==> config.mk <==
export PLATFORM = sky130hd
export DESIGN_NAME = port_data_latch_and_direction
export DESIGN_NICKNAME = d
export VERILOG_FILES = /design/src/pkg/port_latch_pkg.sv /design/src/verilog/port_data_latch_and_direction.sv
export SDC_FILE = /design/constraint.sdc
export NUM_CORES = 1
export LEC_CHECK = 0
export ABC_AREA = 1
export BUFFER_PORTS_ARGS = -buffer_cell sky130_fd_sc_hd__buf_2
export CAP_MARGIN = 20
export CORE_AREA = 2 2 139 141
export CTS_CLUSTER_DIAMETER = 60
export DETAILED_ROUTE_END_ITERATION = 10
export DIE_AREA = 0 0 141 143
export REMOVE_ABC_BUFFERS = 1
export SYNTH_ARGS = -nofsm -noshare
export SYNTH_HDL_FRONTEND = slang
export SYNTH_SLANG_ARGS = --single-unit
==> constraint.sdc <==
create_clock -name clk -period 0.9 [get_ports clk]
set_input_delay 0 -clock clk [delete_from_list [all_inputs] [get_ports clk]]
set_output_delay 0 -clock clk [all_outputs]
set_load 0.005 [all_outputs]
==> src/pkg/port_latch_pkg.sv <==
package port_latch_pkg;

  // ******************************************************
  // port map
  // ******************************************************
  localparam int NUM_PORTS = 10;
  localparam logic [15:0] PORT0_DATA_LATCH_OFFSET = 16'hff00;
  localparam logic [15:0] PORT1_DATA_LATCH_OFFSET = 16'hff01;
  localparam logic [15:0] PORT2_DATA_LATCH_OFFSET = 16'hff02;
  localparam logic [15:0] PORT3_DATA_LATCH_OFFSET = 16'hff03;
  localparam logic [15:0] PORT4_DATA_LATCH_OFFSET = 16'hff04;
  localparam logic [15:0] PORT6_DATA_LATCH_OFFSET = 16'hff06;
  localparam logic [15:0] PORT7_DATA_LATCH_OFFSET = 16'hff07;
  localparam logic [15:0] PORT12_DATA_LATCH_OFFSET = 16'hff0c;
  localparam logic [15:0] PORT13_DATA_LATCH_OFFSET = 16'hff0d;
  localparam logic [15:0] PORT14_DATA_LATCH_OFFSET = 16'hff0e;

  localparam logic [NUM_PORTS-1:0][15:0] PORT_OFFSETS = {
    PORT14_DATA_LATCH_OFFSET, PORT13_DATA_LATCH_OFFSET, PORT12_DATA_LATCH_OFFSET,
    PORT7_DATA_LATCH_OFFSET, PORT6_DATA_LATCH_OFFSET, PORT4_DATA_LATCH_OFFSET,
    PORT3_DATA_LATCH_OFFSET, PORT2_DATA_LATCH_OFFSET, PORT1_DATA_LATCH_OFFSET,
    PORT0_DATA_LATCH_OFFSET};

  // implemented pins per port, index order as above
  localparam logic [NUM_PORTS-1:0][7:0] PORT_PIN_MASKS = {
    8'h01, 8'h01, 8'h1f, 8'h3f, 8'h0f, 8'h03, 8'h0f, 8'hff, 8'hff, 8'h03};

  localparam logic [7:0] LATCH_RESET = 8'h00;
  localparam logic [7:0] UNMAPPED_READ = 8'h00;
  localparam logic [7:0] OE_RESET = 8'h00;
  localparam logic [7:0] RD_DATA_RESET = 8'h00;
  localparam logic RD_VALID_RESET = 1'b0;
  localparam int PORT12_INDEX = 7;
  localparam int CLOCK_PIN_A_BIT = 1;
  localparam int CLOCK_PIN_B_BIT = 2;

  // ******************************************************
  // access request
  // ******************************************************
  typedef struct packed {
    logic wr;
    logic rd;
    logic bit_op;
    logic [2:0] bit_sel;
    logic [15:0] addr;
    logic [7:0] wdata;
  } reg_req_t;

endpackage

==> src/verilog/port_data_latch_and_direction.sv <==
`timescale 1ns/1ps

module port_data_latch_and_direction (
  input wire logic clk,
  input wire logic reset_n,
  input wire port_latch_pkg::reg_req_t req,
  input wire logic [port_latch_pkg::NUM_PORTS-1:0][7:0] pin_direction_bit,
  input wire logic [1:0] ext_clock_mode,
  input wire logic [port_latch_pkg::NUM_PORTS-1:0][7:0] pin_in,
  output logic [port_latch_pkg::NUM_PORTS-1:0][7:0] pin_out,
  output logic [port_latch_pkg::NUM_PORTS-1:0][7:0] pin_oe,
  output logic [7:0] rd_data,
  output logic rd_valid
);

  // ******************************************************
  // address decode
  // ******************************************************
  // one-hot hit vector; zero for an unmapped address
  function automatic logic [port_latch_pkg::NUM_PORTS-1:0] port_hit(
    input logic [15:0] a
  );
    logic [port_latch_pkg::NUM_PORTS-1:0] h;

    h = '0;
    for (int i = 0; i < port_latch_pkg::NUM_PORTS; i++) begin
      h[i] = (a == port_latch_pkg::PORT_OFFSETS[i]);
    end
    return h;
  endfunction

  // an access that lands on no port at all
  function automatic logic no_hit(
    input logic [port_latch_pkg::NUM_PORTS-1:0] hit
  );
    logic none;

    none = (hit == '0);
    return none;
  endfunction

  // ******************************************************
  // write lanes
  // ******************************************************
  // a bit write opens one lane, a byte write all eight
  function automatic logic [7:0] lane_select(
    input logic bit_op,
    input logic [2:0] bit_sel
  );
    logic [7:0] m;

    m = 8'hff;
    if (bit_op) begin
      case (bit_sel)
        3'h0: m = 8'h01;
        3'h1: m = 8'h02;
        3'h2: m = 8'h04;
        3'h3: m = 8'h08;
        3'h4: m = 8'h10;
        3'h5: m = 8'h20;
        3'h6: m = 8'h40;
        3'h7: m = 8'h80;
        default: m = 8'h00;
      endcase
    end
    return m;
  endfunction

  // a bit write carries its value in wdata[0]
  function automatic logic [7:0] lane_value(
    input logic bit_op,
    input logic [7:0] wdata
  );
    logic [7:0] v;

    v = wdata;
    if (bit_op) begin
      v = {8{wdata[0]}};
    end
    return v;
  endfunction

  // open lanes take the new value, closed lanes keep the old one
  function automatic logic [7:0] merge_lanes(
    input logic [7:0] old_val,
    input logic [7:0] new_val,
    input logic [7:0] lanes
  );
    logic [7:0] keep;
    logic [7:0] put;

    keep = old_val & ~lanes;
    put = new_val & lanes;
    return keep | put;
  endfunction

  // ******************************************************
  // read view
  // ******************************************************
  // latch bits that read as 0 while their pin takes an external clock
  function automatic logic [7:0] clock_pin_mask(
    input int port_index,
    input logic [1:0] mode
  );
    logic [7:0] z;

    z = 8'h00;
    if (port_index == port_latch_pkg::PORT12_INDEX) begin
      z[port_latch_pkg::CLOCK_PIN_A_BIT] = mode[0];
      z[port_latch_pkg::CLOCK_PIN_B_BIT] = mode[1];
    end
    return z;
  endfunction

  // input pins show the pin level, output pins the latch
  function automatic logic [7:0] pin_view(
    input logic [7:0] dir,
    input logic [7:0] level,
    input logic [7:0] latch
  );
    logic [7:0] from_pin;
    logic [7:0] from_latch;

    from_pin = dir & level;
    from_latch = ~dir & latch;
    return from_pin | from_latch;
  endfunction

  // and-or mux over the ports; ports not hit offer zero
  function automatic logic [7:0] merge_reads(
    input logic [port_latch_pkg::NUM_PORTS-1:0][7:0] lanes
  );
    logic [7:0] r;

    r = 8'h00;
    for (int i = 0; i < port_latch_pkg::NUM_PORTS; i++) begin
      r = r | lanes[i];
    end
    return r;
  endfunction

  // ******************************************************
  // state and decode
  // ******************************************************
  logic [port_latch_pkg::NUM_PORTS-1:0] wr_hit;
  logic [port_latch_pkg::NUM_PORTS-1:0] rd_hit;
  logic rd_miss;
  logic [7:0] lane_sel;
  logic [7:0] lane_val;

  // one byte per port, index order as in the port map
  logic [port_latch_pkg::NUM_PORTS-1:0][7:0] wr_lanes;
  logic [port_latch_pkg::NUM_PORTS-1:0][7:0] latch_r;
  logic [port_latch_pkg::NUM_PORTS-1:0][7:0] latch_nxt;
  logic [port_latch_pkg::NUM_PORTS-1:0][7:0] oe_r;
  logic [port_latch_pkg::NUM_PORTS-1:0][7:0] oe_nxt;
  logic [port_latch_pkg::NUM_PORTS-1:0][7:0] view;
  logic [port_latch_pkg::NUM_PORTS-1:0][7:0] rd_lanes;

  logic [7:0] rd_data_nxt;
  logic [7:0] rd_data_r;
  logic rd_valid_nxt;
  logic rd_valid_r;

  // request decode
  assign wr_hit = req.wr ? port_hit(req.addr) : '0;
  assign rd_hit = req.rd ? port_hit(req.addr) : '0;
  assign rd_miss = no_hit(rd_hit);
  assign lane_sel = lane_select(req.bit_op, req.bit_sel);
  assign lane_val = lane_value(req.bit_op, req.wdata);

  // ******************************************************
  // per-port latches and buffers
  // ******************************************************
  genvar p;

  generate
    for (p = 0; p < port_latch_pkg::NUM_PORTS; p++) begin : g_port
      localparam logic [7:0] MASK = port_latch_pkg::PORT_PIN_MASKS[p];
      logic [7:0] dir_pins;
      logic [7:0] clk_hide;
      logic [7:0] raw_view;

      // direction of the pins that exist
      always_comb begin
        dir_pins = pin_direction_bit[p] & MASK;
      end

      // latch: lanes this write may touch here; holes never open
      always_comb begin
        wr_lanes[p] = 8'h00;
        if (wr_hit[p]) begin
          wr_lanes[p] = lane_sel & MASK;
        end
      end

      always_comb begin
        latch_nxt[p] = merge_lanes(latch_r[p], lane_val, wr_lanes[p]);
      end

      always_ff @(posedge clk or negedge reset_n) begin
        if (!reset_n) begin
          latch_r[p] <= port_latch_pkg::LATCH_RESET;
        end else begin
          latch_r[p] <= latch_nxt[p];
        end
      end

      // buffer enable follows direction one clock later, so it leaves a flop
      always_comb begin
        oe_nxt[p] = ~dir_pins & MASK;
      end

      always_ff @(posedge clk or negedge reset_n) begin
        if (!reset_n) begin
          oe_r[p] <= port_latch_pkg::OE_RESET;
        end else begin
          oe_r[p] <= oe_nxt[p];
        end
      end

      // read view: clock pins hide the latch from reads only, the pin still drives
      always_comb begin
        clk_hide = clock_pin_mask(p, ext_clock_mode);
      end

      always_comb begin
        raw_view = pin_view(dir_pins, pin_in[p], latch_r[p]);
      end

      always_comb begin
        view[p] = raw_view & MASK & ~clk_hide;
      end

      always_comb begin
        rd_lanes[p] = 8'h00;
        if (rd_hit[p]) begin
          rd_lanes[p] = view[p];
        end
      end
    end
  endgenerate

  // ******************************************************
  // pin outputs
  // ******************************************************
  assign pin_out = latch_r;
  assign pin_oe = oe_r;

  // ******************************************************
  // read path
  // ******************************************************
  // data holds until the next read; a read beside a write sees the old latch
  always_comb begin
    rd_data_nxt = rd_data_r;
    if (req.rd) begin
      if (rd_miss) begin
        rd_data_nxt = port_latch_pkg::UNMAPPED_READ;
      end else begin
        rd_data_nxt = merge_reads(rd_lanes);
      end
    end
  end

  always_ff @(posedge clk or negedge reset_n) begin
    if (!reset_n) begin
      rd_data_r <= port_latch_pkg::RD_DATA_RESET;
    end else begin
      rd_data_r <= rd_data_nxt;
    end
  end

  // ******************************************************
  // read strobe
  // ******************************************************
  always_comb begin
    rd_valid_nxt = req.rd;
  end

  always_ff @(posedge clk or negedge reset_n) begin
    if (!reset_n) begin
      rd_valid_r <= port_latch_pkg::RD_VALID_RESET;
    end else begin
      rd_valid_r <= rd_valid_nxt;
    end
  end

  assign rd_data = rd_data_r;
  assign rd_valid = rd_valid_r;

endmodule

==> After elaboration in Yosys (flattened, before gate mapping) <==
Memory sizes are Yosys's and may differ from the RTL's.
Cells that the tools add are included.
{ "word_totals": {"out_inout_bits": 169, "mem_count": 1, "ff_bits": 130, "mem_bits_ro": 64, "word_cells": 150} }
{ "memory_table": {"columns": ["name", "words", "width", "read_ports", "rd_ports_with_merged_regs", "write_ports", "line", "source"], "rows": [
  ["(no name shown)", 8, 8, 1, 0, 0, "port_data_latch_and_direction.sv:54", "case (bit_sel)"]
]} }
{ "classes": {"eq_ne": 10, "muxes": 25, "n_reduce_logical": 1, "n_bitwise": 91} }
{ "ops": {"columns": ["operator", "n"], "rows": [
  ["$eq 16x16->1 const B", 10],
  ["$and 8x8->8", 17],
  ["$or 8x8->8", 14],
  ["$mux 8", 8],
  ["$not 8->8", 5],
  ["$mux 10", 2],
  ["$and 4x4->4", 4],
  ["$and 8x1->8", 2],
  ["$and 8x4->8", 2],
  ["$mux 4", 4],
  ["$not 1->8", 2],
  ["$not 4->8", 2],
  ["$or 8x1->8", 2],
  ["$or 8x4->8", 2],
  ["$and 6x6->6", 2],
  ["$mux 6", 2],
  ["$and 5x5->5", 2],
  ["$logic_not 10->1", 1],
  ["$and 2x2->2", 4],
  ["$and 5x8->8", 1],
  ["$and 8x2->8", 1],
  ["$and 8x5->8", 1],
  ["$and 8x6->8", 1],
  ["$mux 2", 4],
  ["20 further kinds", 32]
]} }

==> Logic depth before layout (Yosys ltp) <==
Gate-level depths: netlist of run 1.
{ "logic_depth": {"word_depth": 14, "depth_mapped": 10, "mapped_depth_nobuf": 10} }

==> Worst setup path before layout of run 1 <==
No wires, ideal clock.
{ "synth_path": {"path_kind": "in2reg", "startpoint": "input port req[13] (netlist bit)", "endpoint": "register (tool-made name)", "arrival_ns": 0.923, "setup_ns": 0.118, "setup_slack_ns": -0.141, "cell_stages": 9, "n_path_buf": 1, "required_ns": 0.782, "path_cell_list": "nor2_2 -> nand2_4 -> buf_6 -> inv_2 -> nand2_1 -> nor3_4 -> nand2_1 -> a21oi_1 -> inv_1"} }
{ "synth_lines": {"columns": ["element", "line", "source"], "rows": [
  ["from (decl)", "port_data_latch_and_direction.sv:6", "input wire port_latch_pkg::reg_req_t req,"]
]} }

==> results by stage, run 1 <==
Routing:
- For this block, the initial DRC count from the detailed router was 198.
- In the routed design, unresolved DRC markers number 0.
- In this run the remaining antenna-violating nets after routing total 0.
- The pre-antenna-repair detailed-routing pass consisted of 4 iterations.
- Dividing the detail-routed via count by the number of cells gives 4.195.
- Detailed routing inserted a total of 5,261 vias.
- Dividing the detail-routed wire length by the instance count gives 14.44 um.
- For this block, the routed nets add up to 18,110 um of wire.

Critical path:
- The biggest fanout along the worst timing path is 3.
- The stage delay of the slowest cell on the critical path is 430 ps.
- For the worst setup path, the data arrival time is 1320 ps.
- The type of the setup path with the least slack is reg2reg.
- Among the stages of the critical path, the cell type that occurs most often is a21oi_1.
- The number of cells traversed by the worst register-to-register path is 4.
- STA classifies the critical path startpoint as a flip-flop.
- Walking the worst path, the cells encountered are mux2i_2 -> o21ai_1 -> a21oi_1 -> a21oi_1.
- For the worst setup path, the data required time is 1130 ps.
- The cell with the largest stage delay on the worst path is dfrtp_1.
- The worst setup path is captured at a flip-flop.

Timing:
- The routed design could run at a clock period as short as 1086 ps.
- The minimum hold slack is -10.90 ps.
- The actual transition at the worst max-transition pin is 584.8 ps.
- Once routing completed, OpenROAD measured the worst setup slack at -185.8 ps.
- The ratio of final minimum period to clock period is 120.6%.
- The hold violation count in the final report is 1.
- Measured against its own limit, the worst slew margin works out to 60.60%.
- Across the routed clock network, the largest skew measured is 9.445 ps.
- The top achievable clock speed is 920.9 MHz.
- The count of pins over their slew limit is 0.
- The setup violation total in the final timing report is 42.
- Setup repair after global routing could not meet its margin everywhere.

Global route:
- The met1 layer usage reported by global route is 22.79%.
- The routing usage on met3 is 3.689%.
- The via count of the first global-routing pass is 5,240.
- The pin count of the biggest net entering global routing is 27.
- The number of antenna violations at the first check in global routing was 0.
- Global routing consumed, on the met2 layer, 29.94% of the routing resources.
- The overall routing resource usage is 17.70%.
- The total congestion overflow is 0.
- The highest-utilization routing layer at the global route stage is met2.
- The first global-routing pass estimated 27,360 um of wire.

CTS:
- At the later pin of the worst-skew pair, clock insertion delay measures 350 ps.
- The clock slew at the register clock pins of the worst setup and hold paths is 70 ps.
- TritonCTS built the clock tree.
- The number of clock buffers added by TritonCTS is 9.
- Clock tree synthesis found a total of 91 sinks.
- The number of levels in the clock H-tree is 3.
- The maximum buffer depth of the clock tree is 2.
- The tree is rooted in a clkbuf_16.

Place:
- Summed over all nets, the half-perimeter wirelength after detailed placement is 13,740 um.
- Summing all placed instances gives a cell area of 0.007046 mm2.
- Timing analysis after detailed placement gives a worst setup slack of -407.2 ps.
- Buffers placed on the I/O ports in this run total 206.
- The placer's final routability congestion estimate is 0.8424.

Logic synthesis:
- The number of enable-type register cells in the synthesized netlist is 0.
- Synthesis handed over a netlist of 612 instances.
- The distinct cell type count after synthesis is 38.
- Counting flops and latches in the post-synthesis netlist gives 91.
- For this run, the number of Yosys warnings is 0.
- In the synthesized netlist the dominant register cell turns out to be dfrtp_1.
- The summed instance area of the synthesized netlist is 0.005052 mm2.
- For this run, the register share of the synthesized area comes to 45.07%.
- After synthesis, the share of flip-flops with an asynchronous set or reset is 100.0%.
- The synthesized area divided by synthesized cell count is 8.255 um2.

Power and ir drop:
- The proportion of power drawn by the clock network is 41.1%.
- The switching power summed over all nets is 2.641 mW.
- The power per standard cell area is 1121 mW/mm2.
- The peak supply drop is 0.9900 mV.
- The share of total power dissipated in combinational logic is 16.1%.
- The internal portion of total power is 7.192 mW.
- Sequential cells account for 42.8% of the total power.
- The switching portion of total power is 26.86%.
- Summed over all cells, the static leakage comes to 4.768 nW.

Job:
- The tool flagged a number of max-cap violations equal to 0.

Floorplan:
- The die covers 0.02016 mm2.
- The starting utilization of the core area is 27.19%.
- The core region is 0.01858 mm2.
- The die extent in y is 143 um.
- 363 I/O pins were placed.
- The horizontal extent of the die is 141 um.
- In this run the core area contains 50 standard-cell rows.

Finish:
- The final non-filler cell area is 0.008768 mm2.
- In the layout the commonest cells are buf_2, nand2_1, dfrtp_1, buf_4, buf_6.
- The net count of the finished layout is 1,209.
- Once layout is complete, the utilization of the core stands at 47.19%.
- The area growth from synthesis to layout is 73.55%.
- The number of diodes added for antenna fixing is 0.
- The proportion of layout cells with a drive suffix above 1 is 46.57%.
- The library cell used most frequently in the layout, excluding fill and tap cells, is buf_2.
- The number of inserted filler cells in the final layout is 1,768.

Min path:
- The cell depth of the worst min-delay path is 4.
- The worst hold-check path type is in2reg.

Outcome:
- The final reports fail on hold timing, setup timing.
- The run finished, with violations left.
## layout make-up
cell class	instances	area, um2	share of cell area [%]
inverter	70	281.5	3.211
clock buffer	10	239.0	2.725
clock inverter	6	71.32	0.8134
tap	234	292.8	3.339
sequential	91	2277	25.97
multi-input combinational	442	2396	27.33
timing repair buffer	401	3211	36.62
## final timing paths
kind | from | end | slack (ps)
max | flip-flop | rd_data[5]$_DFFE_PN0P_ | -190
min | req[0] | flip-flop | -10
max reg2reg | flip-flop | rd_data[5]$_DFFE_PN0P_ | -190
min reg2reg | rd_data[7]$_DFFE_PN0P_ | rd_data[7]$_DFFE_PN0P_ | 510
max in group asynchronous | reset_n | pin_oe[20]$_DFF_PN0_ | 350
min in group asynchronous | reset_n | rd_data[2]$_DFFE_PN0P_ | 100
## synth_stat cells (2+ instances only)
library cell	count	area share, %
nand4_1	14	1.7
buf_4	79	12
mux2i_1	3	0.59
a21oi_2	6	1.0
buf_2	3	0.30
o211ai_1	5	0.74
a31oi_1	20	2.5
nor2_1	36	2.7
nor2_4	4	0.89
o21ai_2	4	0.69
dfrtp_1	91	45
nand3b_1	2	0.30
a31oi_2	3	0.74
o21ai_1	8	0.79
nand3_1	12	1.2
o21ai_0	7	0.69
inv_1	63	4.7
nor2_8	2	0.79
nand2_2	3	0.37
or2_2	3	0.37
a21oi_1	37	3.7
nand2_4	3	0.67
nor2_2	10	1.2
inv_2	5	0.37
nand2_1	174	13
nor3_2	3	0.59
## worst max-delay path: cells and delay by family (launching register included)
family / cells / cell delay (ps)
compound gates: 3 / 310
flops: 1 / 430
mux: 1 / 220
## power groups by stage
stage,clock (mW),sequential [mW],combinational [mW]
after detailed placement,0,4.29,1.32
after CTS,4.16,4.21,1.49
after global placement,0,4.29,1.31
after floorplan,0,4.31,0.399
final,4.04,4.21,1.58
after global routing,4.37,4.22,1.75
## kinds of logic (layout without fill, tap and decap cells)
family	Yosys count	count (layout)	share of synthesized area [%]
AND/OR/NAND/NOR	269	269	24.42
AO/OA/AOI/OAI	92	92	11.32
flip-flops	91	91	45.07
other	1	78	0.07422
multiplexers	3	3	0.5944
buffers and inverters	156	487	18.52
## per-stage QoR
| step | power, mW | std cells | TNS (ps) |
|---|---|---|---|
| 6_report | 9.833 | 1254 | -2842 |
| 2_1_floorplan | 4.707 | 603 | -5162 |
| 5_1_grt | 10.34 | 1254 | -5262 |
| 4_1_cts | 9.858 | 1241 | -3415 |
| 3_5_place_dp | 5.603 | 1161 | -16180 |
| 3_3_place_gp | 5.595 | 1161 | -15770 |
## per-layer routing
layer | routed length (um) | share of wire, %
met1 | 7891 | 44
met2 | 8918 | 49
met3 | 977 | 5.4
met4 | 319 | 1.8
met5 | 0 | 0
## what timing repair did
item	4_1_cts	5_1_grt
hold buffers	45	3
setup endpoints to repair	53	91
gates cloned	0	1
buffers inserted	21	12
resized for setup	81	91
endpoints found under the hold margin	137	5
pin swaps	16	38
(Power assumes the default switching activity.)
==> run 2, diff against run 1 <==
PLACE_DENSITY_LB_ADDON = 0.3   (was not set)
==> run 2 against run 1 <==
  * Fmax up 6.3%
  * Worst setup slack improved by 64 ps
  * Clock skew is 0.54 ps lower
  * Clock power is 2% lower
  * The flow finishes with violations (setup timing)
  * Critical path depth rose by 2
  * Design area decreased by 0.33%
  * Via count down 0.89%
==> results by stage, run 2 (synthesis results as in run 1) <==
Outcome:
- The run finished, with violations left.
- The final reports fail on setup timing.

Job:
- The tool flagged a number of max-cap violations equal to 0.

Timing:
- The hold violation count in the final report is 0.
- In the post-route analysis, the smallest setup slack over all paths is -121.6 ps.
- The setup violation total in the final timing report is 50.
- The relative max-transition margin is 58.46%.
- The actual transition at the worst max-transition pin is 616.5 ps.
- The ratio of final minimum period to clock period is 113.5%.
- The clock arrives with 8.909 ps of skew.
- The clock period minus final worst setup slack is 1022 ps.
- For this run, the top clock speed supported by timing is 978.9 MHz.
- The count of pins over their slew limit was 0.
- Setup repair after global routing could not meet its margin everywhere.
- The setup TNS after final layout is -3139 ps.

CTS:
- The longest clock path from root to sink contains 2 buffers.
- In this run, CTS created clock tree buffers numbering 9.
- At the later pin of the worst-skew pair, clock insertion delay measures 350 ps.
- The root buffer cell is clkbuf_16.
- The number of levels in the clock H-tree is 3.
- The clock drives 91 sinks.
- TritonCTS built the clock tree.
- The clock slew at the register clock pins of the worst setup and hold paths is 70 ps.

Floorplan:
- In this run the count of I/O pins placed on the die edge is 363.
- After floorplanning, the core was divided into 50 placement rows.
- In this run the vertical extent of the chip is 143 um.
- The initial utilization of the core area, before any placement, comes to 27.19%.
- The horizontal extent of the die is 141 um.
- The die covers 0.02016 mm2.
- The total core area is 0.01858 mm2.

Finish:
- At the end of the flow, the number of nets in the layout was 1,204.
- The number of diodes added for antenna fixing is 0.
- The most common library cell in the layout ignoring fill and taps is buf_2.
- The post-route netlist has 46.11% of its cells at a drive strength greater than 1.
- The top cell types in the final layout, fill and taps aside, are buf_2, nand2_1, buf_6.
- The final non-filler cell area is 0.008740 mm2.
- The number of inserted filler cells in the final layout is 1,789.
- From synthesis to final layout, the design area changed by 72.98%.
- Measured on the finished design, the core utilization comes to 47.04%.

Min path:
- The worst hold-check path type is in2reg.

Routing:
- After detailed routing, the average wire length per cell comes to 14.49 um.
- In the routed design, unresolved DRC markers number 0.
- The detailed-route wire length is 18,090 um.
- For this block, the via count after detailed routing is 5,214.
- The detailed-routing iteration count for the pre-antenna-repair pass is 4.
- The count of nets left with antenna violations once routing finished came out at 0.
- The first routing iteration left 203 violations.
- The routed via count divided by cell count is 4.175.

Critical path:
- The endpoint arrival time on the critical path is 1240 ps.
- The data required time at the worst endpoint is 1120 ps.
- The worst setup path is captured at a flip-flop.
- Walking the worst path, the cells encountered are nand2_1 -> nand2_1 -> nand4_1 -> nand2_1 -> nor2_2 -> nand4_1.
- The critical path in this run is classified as reg2reg.
- STA classifies the critical path startpoint as a flip-flop.
- Counting stages on the worst path, the most repeated cell is nand2_1.
- The biggest fanout along the worst timing path is 2.
- The slowest stage of the critical path belongs to the cell dfrtp_1.
- The stage delay of the slowest cell on the critical path is 420 ps.

Global route:
- The global-route wire length before repair is 26,390 um.
- The highest-utilization routing layer at the global route stage is met2.
- Global routing finished with a remaining overflow of 0.
- Entering global routing, the biggest net connects 41 pins.
- Global routing consumed, on the met1 layer, 22.15% of the routing resources.
- The met2 usage in global routing is 28.93%.
- The overall routing resource usage is 17.26%.
- The via count of the first global-routing pass came to 5,028.
- Global routing used 3.823% of the available met3 tracks.
- The number of antenna violations at the first check in global routing came to 0.

Power and ir drop:
- The peak supply drop is 0.8370 mV.
- The analysis attributes to cell leakage a power of 4.778 nW.
- The power per standard cell area is 1109 mW/mm2.

Place:
- The post-place setup slack is -419.5 ps.
- Once placement finished, the instance area stood at 0.006928 mm2.
- Port buffering added 206 buffers.
- The placer's final routability congestion estimate is 0.8291.
- Detailed placement ended at an HPWL of 13,280 um.
==> run 2: repair_timing <==
action,4_1_cts,5_1_grt
cloned,0,2
hold buffers,46,2
pin swaps,18,43
buffers inserted,21,15
setup endpoints to repair,45,89
gates resized for setup,83,94
endpoints found under the hold margin,139,4
==> run 2: routing by layer <==
metal  part of all wire, %  vias to the layer above
met5                     0                        -
met4                   1.8                        0
met3                   5.5                       24
met2                    49                      185
met1                    44                     2402
li1                      -                     2603
==> run 2: final timing paths <==
check / from / endpoint / slack, ps / depth (start not counted)
setup reg to reg: flip-flop / rd_data[0]$_DFFE_PN0P_ / -120 / 6
hold reg to reg: rd_data[2]$_DFFE_PN0P_ / rd_data[2]$_DFFE_PN0P_ / 510 / 2
setup / recovery: flip-flop / rd_data[0]$_DFFE_PN0P_ / -120 / 6
min in group asynchronous: reset_n / pin_oe[48]$_DFF_PN0_ / 70 / 2
hold / removal: pin_in[52] / rd_data[4]$_DFFE_PN0P_ / 7 / 5
max in group asynchronous: reset_n / pin_oe[12]$_DFF_PN0_ / 320 / 3
==> run 2: where the power goes <==
part / internal (mW) / switching (mW)
clock: 2.23 / 1.74
combinational: 0.704 / 0.808
sequential: 4.18 / 0.0254
total: 7.12 / 2.57
==> run 2: cell type report <==
| type | instances | area, um2 | area share, % |
|---|---|---|---|
| Sequential cell | 91 | 2277 | 26.06 |
| Inverter | 70 | 284.0 | 3.250 |
| Tap cell | 234 | 292.8 | 3.350 |
| Clock inverter | 6 | 63.81 | 0.7301 |
| Timing Repair Buffer | 396 | 3192 | 36.52 |
| Multi-Input combinational cell | 442 | 2391 | 27.36 |
| Clock buffer | 10 | 239.0 | 2.734 |
==> run 2: metrics by stage <==
stage	hold WS (ps)	total power, mW	instances
after global placement	-108.7	5.533	1152
after CTS	0.1261	9.699	1234
after floorplan	-295.6	4.707	603
after detailed placement	-103.2	5.536	1152
after global routing	23.36	10.15	1249
final	6.505	9.689	1249
==> run 2: critical path: cells and delay by family (launching register included) <==
kind	cells	cell delay [ps]
flip-flops	1	420
AND/OR/NAND/NOR	6	460
==> run 3, diff against run 2 <==
SKIP_CTS_REPAIR_TIMING = 1   (was not set)
==> run 3 against run 2 <==
  * Sequential cell count stayed put
  * Clock-buffer cell count unchanged
  * Sequential power about the same
  * First-iteration DRC count decreased by 8.9%
  * Clock skew barely moved
  * The run ends with hold timing, setup timing left
  * Critical endpoint unchanged
  * Sequential share of layout area grew 0.33 points
  * Global-route usage shrank 1.2 points
  * Core utilization down 0.59 points
  * Fmax about the same
  * Combinational power barely moved
  * Die area is the same
==> results by stage, run 3 (synthesis results as in run 1) <==
Floorplan:
- The floorplan step defined a core boundary enclosing 0.01858 mm2.
- Once the floorplan was initialized, standard cells occupied 27.19% of the core.
- The floorplan has 50 rows.
- The floorplan step set the die height to 143 um.
- The number of I/O pins is 363.
- The total die area is 0.02016 mm2.
- The horizontal extent of the die is 141 um.

Finish:
- The area growth from synthesis to layout is 70.83%.
- The post-layout instance count excluding filler cells is 1,246.
- The number of diodes added for antenna fixing is 0.
- Cells with a size suffix above 1 make up 45.45% of the layout.
- In the layout the commonest cells are buf_2, nand2_1, buf_4.
- The final layout contains 1,201 nets.
- The library cell used most frequently in the layout, excluding fill and tap cells, is buf_2.

Power and ir drop:
- Across the VDD grid, the largest voltage drop is 0.8623 mV.
- The power per standard cell area is 1121 mW/mm2.
- The leakage power is 4.731 nW.

Global route:
- The global-route wire length before repair is 24,500 um.
- Entering global routing, the biggest net connects 41 pins.
- The total congestion overflow is 0.
- The number of antenna violations at the first check in global routing came to 0.
- The via count of the first global-routing pass is 4,523.
- The overall routing resource usage is 16.10%.

Place:
- The placed wire-length estimate after detailed placement is 13,280 um.
- In this run the tool buffered the top-level ports with 206 buffer cells.
- The placed instance count is 1,152.
- The congestion estimate from routability-driven global placement came to 0.8291.
- At the placement stage, the worst setup path has a slack of -419.5 ps.

Critical path:
- Of all nets on the critical path, the largest fanout is 2.
- The most critical setup path has its endpoint at rd_data[0]$_DFFE_PN0P_.
- Data arrives at the worst endpoint at 1250 ps.
- The category of the worst setup path capture point is a flip-flop.
- Measured in cells, the most critical reg-to-reg path has a length of 6.
- STA classifies the critical path startpoint as a flip-flop.
- The data required time at the worst endpoint is 1120 ps.
- The type of the setup path with the least slack is reg2reg.
- For flop-to-flop paths, the worst setup slack is -120 ps.
- The destination of the worst register-to-register timing path is rd_data[0]$_DFFE_PN0P_.

Routing:
- The detailed-route wire length is 17,930 um.
- The detailed-routing iteration count for the pre-antenna-repair pass is 4.
- The detailed router finished its first iteration with 185 violations.
- The total vias in the final route is 5,161.
- In the final routed layout, each cell accounts on average for 14.39 um.
- The number of nets still failing antenna checks after routing is 0.
- For this run, design rule violations remaining after detail routing come to 0.
- In the routed layout, each cell is associated on average with a via count of 4.142.

Timing:
- The hold violation count in the final report is 3.
- Setup violations remaining at the end of the flow were counted as 51.
- Across all setup checks in the final design, the least slack found is -122.1 ps.
- The ratio of final minimum period to clock period is 113.6%.
- The clock period minus final worst setup slack is 1022 ps.
- The count of pins over their slew limit is 0.
- Across all hold checks on the routed design, the worst slack comes to -4.813 ps.
- Between clock sinks in the finished design, the worst skew comes to 9.327 ps.
- Setup repair after global routing could not meet its margin everywhere.
- The setup TNS after final layout is -3252 ps.
- Based on the critical path, the design can be clocked at up to 978.4 MHz.

Outcome:
- The flow ran to the end, but the final reports show violations.
- The final reports fail on hold timing, setup timing.

CTS:
- The number of levels in the clock H-tree is 3.
- The number of clock sinks is 91.
- No sink is reached through more buffers than the 2 on the longest clock path.
- The clock tree from TritonCTS is built.
- For the worst-skew pair, the clock arrives at the later sink with an insertion delay of 350 ps.
- The root buffer cell is clkbuf_16.
- After clock tree synthesis, the clock-pin slew on the worst setup and hold paths is 70 ps.
- Counting the buffers created by CTS gives 9.

Min path:
- The worst hold path belongs to the class in2reg.

Job:
- The count of maximum capacitance violations is 0.
run 3: cell count changes in the layout (fill, tap and decap cells not counted), sizes merged:
cell	delta
nand2	+1
inv	-1
buf	+1
clkinv	+1
clkbuf	-1
dlygate4sd3	-4
run 3: stage by stage:
step	power (mW)	util, %	hold WS [ps]	area, um2
final	9.672	46.45	-4.813	8631
after global routing	10.14	46.45	7.540	8631
after CTS	9.535	38.92	-488.9	7231
after detailed placement	5.536	37.29	-103.2	6928
after global placement	5.533	37.29	-108.7	6928
after floorplan	4.707	-	-295.6	4683
run 3: layout make-up:
| type | count | area, um2 |
|---|---|---|
| clock buffer | 10 | 239.0 |
| clock inverter | 6 | 63.81 |
| fill | 1809 | 9950 |
| inverter | 70 | 289.0 |
| multi-input combinational | 443 | 2389 |
| sequential | 91 | 2277 |
| tap | 234 | 292.8 |
| timing repair buffer | 392 | 3080 |
run 3: worst min path at each step:
stage                  from                   end  slack [ps]  cells past startpoint
CTS                 reset_n  pin_oe[49]$_DFF_PN0_        -490                      1
finish               req[5]             flip-flop          -5                      3
global placement    reset_n  pin_oe[48]$_DFF_PN0_        -110                      1
detailed placement  reset_n  pin_oe[49]$_DFF_PN0_        -100                      1
global route         req[6]             flip-flop           8                      3
floorplan           reset_n             async pin        -300                      0
run 3: report_power, final:
group / internal (mW) / leakage, nW / switching [mW]
sequential: 4.19 / 1.17 / 0.0253
combinational: 0.700 / 3.42 / 0.803
clock: 2.23 / 0.145 / 1.73
run 3: routing by layer:
layer / GRT usage [%] / up-vias / share of wire [%]
li1: - / 2594 / -
met1: 21.49 / 2369 / 43
met2: 25.73 / 180 / 49
met3: 3.991 / 18 / 6.1
met4: 5.211 / 0 / 1.8
met5: 0 / - / 0
run 3: worst max-delay path: stages (launching register included):
cell and delay [ps]:
dfrtp_1 420, nand2_1 70, nand2_1 50, nand4_1 80, nand2_1 50, nor2_1 110, nand4_1 110
